### src/include/clkgen_pkg.sv
package clkgen_pkg;

    // ************************************************************
    // Field widths and limits
    // ************************************************************
    localparam int           MUL_W      = 5;
    localparam int           NCO_W      = 12;
    localparam int           ERR_W      = 12;
    localparam int           DIV_W      = 6;
    localparam logic [3:0]   ODIV_MAX   = 4'hE;
    localparam logic [5:0]   DIV_MAX    = 6'h3C;

    // ************************************************************
    // Encodings and reset values
    // ************************************************************
    localparam logic [1:0]       SRC_PLL    = 2'h3;
    localparam logic [1:0]       BAND_RSVD  = 2'h3;
    localparam logic [1:0]       BAND_RST   = 2'h0;
    localparam logic [NCO_W-1:0] INC_RST    = 12'h100;
    localparam logic [NCO_W-1:0] INC_MIN    = 12'h001;
    localparam logic [NCO_W-1:0] INC_MAX    = 12'hFFF;

    typedef enum logic {
        MODE_BYPASS,
        MODE_PLL
    } mode_t;

    typedef struct packed {
        logic [1:0]       clock_source_select;
        logic [1:0]       input_prescale_field;
        logic [3:0]       output_prescale_field;
        logic [MUL_W-1:0] feedback_multiply_field;
        logic [1:0]       vco_band_select;
    } clock_gen_config_t;

endpackage : clkgen_pkg

### src/verilog/vco_nco.sv
`timescale 1ns/100ps
`default_nettype none

module vco_nco
    import clkgen_pkg::*;
#(
    parameter int W = NCO_W
) (
    input  wire logic         i_clk,
    input  wire logic         i_rst,
    input  wire logic         i_ce,
    input  wire logic [W-1:0] i_inc,
    output var  logic         o_tick
);

    generate
        if (W < 2) begin : g_bad_w
            $error("W must be at least 2");
        end
    endgenerate

    // Each carry out of the phase accumulator marks one VCO half period.
    logic [W-1:0] acc_r;
    logic [W:0]   sum;

    assign sum = {1'b0, acc_r} + {1'b0, i_inc};

    always_ff @(posedge i_clk) begin
        if (i_rst) begin
            acc_r  <= '0;
            o_tick <= 1'b0;
        end else if (i_ce) begin
            acc_r  <= sum[W-1:0];
            o_tick <= sum[W];
        end
    end

endmodule : vco_nco

`default_nettype wire

### src/verilog/master_clock_generator.sv
// Summary of operation
// - Source code with upper bit clear selects bypass through both prescalers.
// - Bypass divides oscillator by (input prescale+1) times (output prescale+1).
// - Both prescales zero: master clock follows oscillator, keeping its duty cycle.
// - Input prescale reaches 3, output prescale 14, slowest division 60.
// - Source code 11 enables the loop and takes master from it.
// - Loop mode: oscillator times (multiply+1) over both prescale factors.
// - Loop frequency is pulled toward lock gradually, but the error-sign trim steps the NCO increment by 8 at once.
// - Loop VCO output is divided by output prescale plus one.
// - CPU clock is master clock or half of it, chosen by one bit.
// - System clock for peripherals runs at the CPU clock frequency.
// - Band code picks the VCO range; code 11 is reserved.
`timescale 1ns/100ps
`default_nettype none

module master_clock_generator
    import clkgen_pkg::*;
#(
    parameter int ERR_BITS = ERR_W
) (
    input  wire logic              i_clk,
    input  wire logic              i_rst,
    input  wire logic              i_ce,
    input  wire logic              i_crystal_input_pin,
    input  wire clock_gen_config_t i_clock_gen_config,
    input  wire logic              i_cpu_halving_select,
    output var  logic              o_master_clk,
    output var  logic              o_cpu_clk,
    output var  logic              o_sys_clk,
    output var  logic              o_pll_active,
    output var  logic [1:0]        o_vco_band,
    output var  logic              o_band_error
);

    generate
        if (ERR_BITS < 9 || ERR_BITS > 24) begin : g_bad_err
            $error("ERR_BITS must lie between 9 and 24");
        end
    endgenerate

    // ************************************************************
    // Oscillator pin synchroniser and edge detection
    // ************************************************************
    logic osc_s1_r, osc_s2_r, osc_s3_r;
    logic osc_edge, osc_rise;

    assign osc_edge = osc_s2_r ^ osc_s3_r;
    assign osc_rise = osc_s2_r & ~osc_s3_r;

    always_ff @(posedge i_clk) begin
        if (i_rst) begin
            osc_s1_r <= 1'b0;
            osc_s2_r <= 1'b0;
            osc_s3_r <= 1'b0;
        end else if (i_ce) begin
            osc_s1_r <= i_crystal_input_pin;
            osc_s2_r <= osc_s1_r;
            osc_s3_r <= osc_s2_r;
        end
    end

    // ************************************************************
    // Active configuration, taken over only at a safe point
    // ************************************************************
    mode_t            mode_r;
    logic [1:0]       idiv_r;
    logic [3:0]       odiv_r;
    logic [MUL_W-1:0] mul_r;
    logic             half_r;
    logic [DIV_W-1:0] cnt_r;
    logic             apply_ok;
    logic             src_bypass, src_pll;
    logic [3:0]       odiv_lim;

    // The switch point is after a falling master edge with both clocks low.
    assign apply_ok   = ~o_master_clk & ~o_cpu_clk & (cnt_r == '0);
    assign src_bypass = ~i_clock_gen_config.clock_source_select[1];
    assign src_pll    = i_clock_gen_config.clock_source_select == SRC_PLL;
    assign odiv_lim   = (i_clock_gen_config.output_prescale_field > ODIV_MAX) ?
                        ODIV_MAX : i_clock_gen_config.output_prescale_field;

    always_ff @(posedge i_clk) begin
        if (i_rst) begin
            mode_r <= MODE_BYPASS;
            idiv_r <= '0;
            odiv_r <= '0;
            mul_r  <= '0;
            half_r <= 1'b0;
        end else if (i_ce && apply_ok) begin
            if (src_bypass) begin
                mode_r <= MODE_BYPASS;
            end else if (src_pll) begin
                mode_r <= MODE_PLL;
            end
            idiv_r <= i_clock_gen_config.input_prescale_field;
            odiv_r <= odiv_lim;
            mul_r  <= i_clock_gen_config.feedback_multiply_field;
            half_r <= i_cpu_halving_select;
        end
    end

    // ************************************************************
    // Digital loop: phase error steers the NCO increment
    // ************************************************************
    logic [NCO_W-1:0]      inc_r;
    logic signed [ERR_BITS-1:0] err_r;
    logic signed [ERR_BITS:0]   err_wide;
    logic signed [ERR_BITS-1:0] err_nxt;
    logic                  vco_tick;
    logic [7:0]            e_add, e_sub;
    logic                  err_ovf;
    logic                  in_pll;

    assign in_pll   = mode_r == MODE_PLL;
    assign e_add    = vco_tick ? {6'h0, idiv_r} + 8'h01 : 8'h00;
    assign e_sub    = osc_rise ? {2'h0, mul_r, 1'b0} + 8'h02 : 8'h00;
    assign err_wide = $signed({err_r[ERR_BITS-1], err_r} + (ERR_BITS+1)'(e_add)
                      - (ERR_BITS+1)'(e_sub));
    assign err_ovf  = err_wide[ERR_BITS] ^ err_wide[ERR_BITS-1];
    assign err_nxt  = !err_ovf ? err_wide[ERR_BITS-1:0] :
                      err_wide[ERR_BITS] ? {1'b1, {(ERR_BITS-1){1'b0}}} :
                                           {1'b0, {(ERR_BITS-1){1'b1}}};

    // A small proportional trim on the NCO damps the loop.
    // The integrating path alone would swing around lock without ever settling.
    localparam logic [NCO_W-1:0] TRIM = 12'h008;
    logic [NCO_W-1:0]      nco_inc;
    logic                  err_pos, err_neg;

    assign err_neg = err_r[ERR_BITS-1];
    assign err_pos = !err_r[ERR_BITS-1] && err_r != '0;
    assign nco_inc = (err_neg && inc_r <= INC_MAX - TRIM) ? inc_r + TRIM :
                     (err_pos && inc_r > TRIM) ? inc_r - TRIM : inc_r;

    vco_nco #(
        .W      (NCO_W)
    ) u_nco (
        .i_clk  (i_clk),
        .i_rst  (i_rst),
        .i_ce   (i_ce & in_pll),
        .i_inc  (nco_inc),
        .o_tick (vco_tick)
    );

    // The increment moves by one step per oscillator period at most.
    always_ff @(posedge i_clk) begin
        if (i_rst) begin
            inc_r <= INC_RST;
            err_r <= '0;
        end else if (i_ce) begin
            err_r <= in_pll ? err_nxt : '0;
            if (in_pll && osc_rise) begin
                if (!err_nxt[ERR_BITS-1] && err_nxt != '0 && inc_r != INC_MIN) begin
                    inc_r <= inc_r - 12'h001;
                end else if (err_nxt[ERR_BITS-1] && inc_r != INC_MAX) begin
                    inc_r <= inc_r + 12'h001;
                end
            end
        end
    end

    // ************************************************************
    // Output divider and CPU and system clocks
    // ************************************************************
    logic [DIV_W-1:0] k_div;
    logic             evt, wrap, master_nxt, cpu_nxt;

    assign k_div      = in_pll ? {2'h0, odiv_r} + 6'h01 :
                        ({4'h0, idiv_r} + 6'h01) * ({2'h0, odiv_r} + 6'h01);
    assign evt        = in_pll ? vco_tick : osc_edge;
    assign wrap       = evt && (cnt_r == k_div - 6'h01);
    assign master_nxt = wrap ? ~o_master_clk : o_master_clk;
    assign cpu_nxt    = !half_r ? master_nxt :
                        (master_nxt & ~o_master_clk) ? ~o_cpu_clk : o_cpu_clk;

    always_ff @(posedge i_clk) begin
        if (i_rst) begin
            cnt_r        <= '0;
            o_master_clk <= 1'b0;
            o_cpu_clk    <= 1'b0;
            o_sys_clk    <= 1'b0;
        end else if (i_ce) begin
            cnt_r        <= wrap ? '0 : evt ? cnt_r + 6'h01 : cnt_r;
            o_master_clk <= master_nxt;
            o_cpu_clk    <= cpu_nxt;
            o_sys_clk    <= cpu_nxt;
        end
    end

    // ************************************************************
    // Band selection and status
    // ************************************************************
    logic band_bad;

    assign band_bad = i_clock_gen_config.vco_band_select == BAND_RSVD;

    always_ff @(posedge i_clk) begin
        if (i_rst) begin
            o_vco_band   <= BAND_RST;
            o_band_error <= 1'b0;
            o_pll_active <= 1'b0;
        end else if (i_ce) begin
            o_band_error <= band_bad;
            o_pll_active <= in_pll;
            if (!band_bad) begin
                o_vco_band <= i_clock_gen_config.vco_band_select;
            end
        end
    end
endmodule : master_clock_generator

`default_nettype wire

### config.mk
export PLATFORM = sky130hd
export DESIGN_NAME = master_clock_generator
export DESIGN_NICKNAME = d
export VERILOG_FILES = /design/src/include/clkgen_pkg.sv /design/src/verilog/vco_nco.sv /design/src/verilog/master_clock_generator.sv
export SDC_FILE = /design/constraint.sdc
export NUM_CORES = 1
export LEC_CHECK = 0
export BUFFER_PORTS_ARGS = -buffer_cell sky130_fd_sc_hd__buf_2
export CAP_MARGIN = 40
export CORE_MARGIN = 1.5
export CORE_UTILIZATION = 25
export CTS_CLUSTER_SIZE = 24
export DETAILED_ROUTE_END_ITERATION = 6
export HOLD_SLACK_MARGIN = 0.06
export PLACE_DENSITY = 0.37
export SYNTH_ARGS = -nofsm -noshare
export SYNTH_HDL_FRONTEND = slang
export SYNTH_HIERARCHICAL = 1
export SYNTH_SLANG_ARGS = --single-unit
### constraint.sdc
create_clock -name i_clk -period 5 [get_ports i_clk]
set_input_delay 0.75 -clock i_clk [delete_from_list [all_inputs] [get_ports i_clk]]
set_output_delay 0.75 -clock i_clk [all_outputs]
set_load 0.02 [all_outputs]
==> flow_metrics.tcl <==
set metrics [dict create \
    utilization_pct 30.4 \
    nets 803 \
    die-width_um 150 \
    path_class "reg -> reg" \
    dp_hpwl_um 11900 \
    cp_top_family "compound AO/OA/AOI/OAI gates" \
    crit_buf_inv 6 \
    maxSlewViolCount 0 \
    layout_setup_ws_ns 0.238 \
    synth_fa_ha_area_share_pct 14.1 \
    path_depth 24 \
    setup_violations 0 \
    root_buffer "clkbuf_16" \
    max_clock_freq_mhz 210 \
    postSynthAreaPerCell_sq_um 7.88 \
    clk_pin_slew_ns 0.07 \
    rows 53 \
    start_util_pct 25.7 \
    synth_top_family_by_area "simple AND/OR/NAND/NOR gates" \
    diodes 0 \
    cts_buffer_depth 2 \
    hold_violations 0 \
    tightest_slew_ns 0.696 \
    preCtsSetupSlack_ns 0.0711 \
    seq_area_sq_um 1300 \
    gp_congestion 0.837 \
    die-area_sq_um 22600 \
    muxShareOfSynthArea_pct 3.11 \
    cp-endpoint "inc_r[5]$_SDFFE_PP0P_" \
    netlist_area_sq_um 5430 \
    drt_iter0_markers 235 \
    totalWireLength_um 15700 \
    core_sq_um 21200 \
    synth_seq_cells 65 \
    fin_skew_ns 0.0131 \
    firstDrtPassIters 4 \
    grt_max_degree 41 \
    ys_warn_count 6 \
    portBuffers 26 \
    yosys.area.top_type "dfxtp_1" \
    worst_r2r_path_depth 24 \
    worst-r2r-setup-slack_ns 0.24 \
    worstSkewPairLatency_ns 0.35 \
    postRouteAntennaNets 0 \
    track_usage_pct 14.6 \
    grt-ovfl-total 0 \
    yosys.cell_types.count 78 \
    synthTopCellsByArea "dfxtp_1 24%, ha_1 12%, nand2_1 5.1%, a21oi_1 4.6%, nor2_1 4.4%" \
    whs_ns 0.463 \
    min_period_ns 4.76 \
    final.fill_count 2314 \
    syn-instance-count 690 \
    reg2reg_to "inc_r[5]$_SDFFE_PP0P_" \
    multi_input_area_sq_um 3970 \
    htree_levels 3 \
    vias 5088 \
    synth-main-ff-cell "dfxtp_1" \
    grt_pass1_vias 4949 \
    whs_path_depth 2 \
    synth_nets 767 \
    status "completed" \
    cts_made_buffers 9 \
    grt_pass1_wl_um 25700 \
    cpMostUsedCell "buf_4" \
    cap_violations 0 \
    synth_edf_count 0 \
    wl_per_cell_um 15.6 \
    die_h_um 150 \
    endpoint_kind "flop" \
    hp-class "reg -> reg" \
    worstPathArrival_ns 5.03 \
    synth_xor_area_share_pct 5.80 \
    slew_headroom_pct 52.9 \
    cts_sinks 65 \
    timing.rr.start "osc_s3_r$_SDFFE_PP0P_" \
    slowest_delay_ns 0.39 \
    seq_area_frac_synth_pct 23.9 \
    async_flop_share_pct 0 \
    path_cells "inv_1 -> ha_2 -> buf_4 -> nor2b_1 -> fa_1 -> inv_1 -> ha_4 -> o211ai_1 -> buf_4 -> o21ai_2 -> a221oi_2 -> o21bai_1 -> a21oi_1 -> xnor2_1 -> ha_1 -> nand3b_1 -> nor4_4 -> nor4_4 -> buf_4 -> a21oi_4 -> o31ai_4 -> buf_6 -> or3_1 -> a31oi_1" \
    synth_top_area_share_pct 23.9 \
    synthToLayoutAreaGrowth_pct 18.5 \
    critical_path_required_ns 5.27 \
    final.period_utilization_pct 95.2 \
    routed_via_density 5.06 \
    num_io_pins 27 \
    antenna_found_initial 0 \
    cts_tree "done" \
    worstPathMaxFanout 7 \
    placed_cells 982 \
    drc_errors 0 \
    cp_slowest_cell "fa_1" \
    crit_path_start "osc_s3_r$_SDFFE_PP0P_" \
    start_kind "flop" \
    synth-compound-area-share_pct 22.0 \
    final_cells 1006 \
    synth-simple-area-share_pct 25.9 \
    drive_above_1_share_pct 15.3 \
]
layout by cell type, fill, tap and decap left out, types with 9 or more instances in the layout:
cell type	instances
dfxtp_1	64
nand3_1	29
nand4_1	11
or3_1	15
nor2_1	63
clkbuf_16	9
inv_1	40
a21oi_1	49
a21o_1	9
nand2_1	74
xor2_1	19
xnor2_1	17
nor2b_1	11
ha_1	46
nor3_1	16
buf_4	26
a31oi_1	11
buf_2	26
mux2i_1	11
o21ai_0	20
worst reg2reg max path, delay by kind of cell, from the launching register on:
family,cells,cell delay [ns]
AOI/OAI and AO/OA,8,1.40
adders and majority gates,4,1.13
and+or+nand+nor,5,0.95
buffers and inverters,6,0.75
DFF,1,0.33
xor gates and xnor gates,1,0.12
registers in the layout, indices dropped and copies added, names as in the netlist:
name	cells
osc_s2_r	1
half_r	1
osc_s3_r	1
inc_r	12
mul_r	5
idiv_r	2
in_pll	1
o_band_error	1
odiv_r	4
osc_s1_r	1
u_nco/o_tick	1
o_pll_active	1
o_master_clk	1
cnt_r	6
u_nco/acc_r	12
o_vco_band	2
err_r	12
o_sys_clk	1
kinds of logic after synthesis:
group / after synthesis
compound gates: 167
simple gates: 279
xor+xnor: 36
fa+ha+maj: 57
flops: 65
buf+inv: 70
mux: 16
metal layers:
metal,share of wire (%),routed length (um),GRT usage [%],vias to the layer above
met3,2.6,412,2.94,15
li1,-,-,-,2569
met1,49,7610,18.8,2421
met4,1.5,241,4.36,0
met5,0,0,0,-
met2,47,7410,24.5,83
Yosys cell counts, drive strengths merged, types with 12 or more instances:
master and number:
mux2i 12, inv 41, nor2 64, nand2 74, ha 50, nand3 29, or3 16, clkbuf 18
xnor2 17, xor2 19, dfxtp 65, nor3 19, o21ai 24, a21oi 54
how the worst min path moves through the flow:
stage | start | to
CTS | idiv_r[1]$_SDFFE_PP0P_ | idiv_r[1]$_SDFFE_PP0P_
detailed placement | idiv_r[1]$_SDFFE_PP0P_ | idiv_r[1]$_SDFFE_PP0P_
global placement | o_band_error$_SDFFE_PP0P_ | o_band_error$_SDFFE_PP0P_
global route | mul_r[1]$_SDFFE_PP0P_ | mul_r[1]$_SDFFE_PP0P_
floorplan | idiv_r[1]$_SDFFE_PP0P_ | idiv_r[1]$_SDFFE_PP0P_
finish | o_band_error$_SDFFE_PP0P_ | o_band_error$_SDFFE_PP0P_
through the flow:
step / cell area, sq um / TNS [ns]
floorplan: 5430 / 0
global placement: 5930 / 0
detailed placement: 5930 / 0
CTS: 6260 / 0
global route: 6440 / -0.192
finish: 6440 / 0
area by class of cell:
cell class | instances | area share [%]
Clock buffer | 9 | 3.50
Tap cell | 275 | 5.34
Clock inverter | 7 | 1.67
Timing Repair Buffer | 53 | 5.23
Multi-Input combinational cell | 555 | 61.6
Sequential cell | 65 | 20.2
Inverter | 42 | 2.45
repair_timing:
| item | 4_1_cts | 5_1_grt |
|---|---|---|
| hold buffers | 0 | 0 |
| setup endpoints to repair | 0 | 12 |
| gates resized for setup | 0 | 23 |
| setup buffers | 0 | 8 |
Power is left out: the tool's default activity adds up to more than one toggle a clock period on the data nets, which glitch-free logic cannot reach.
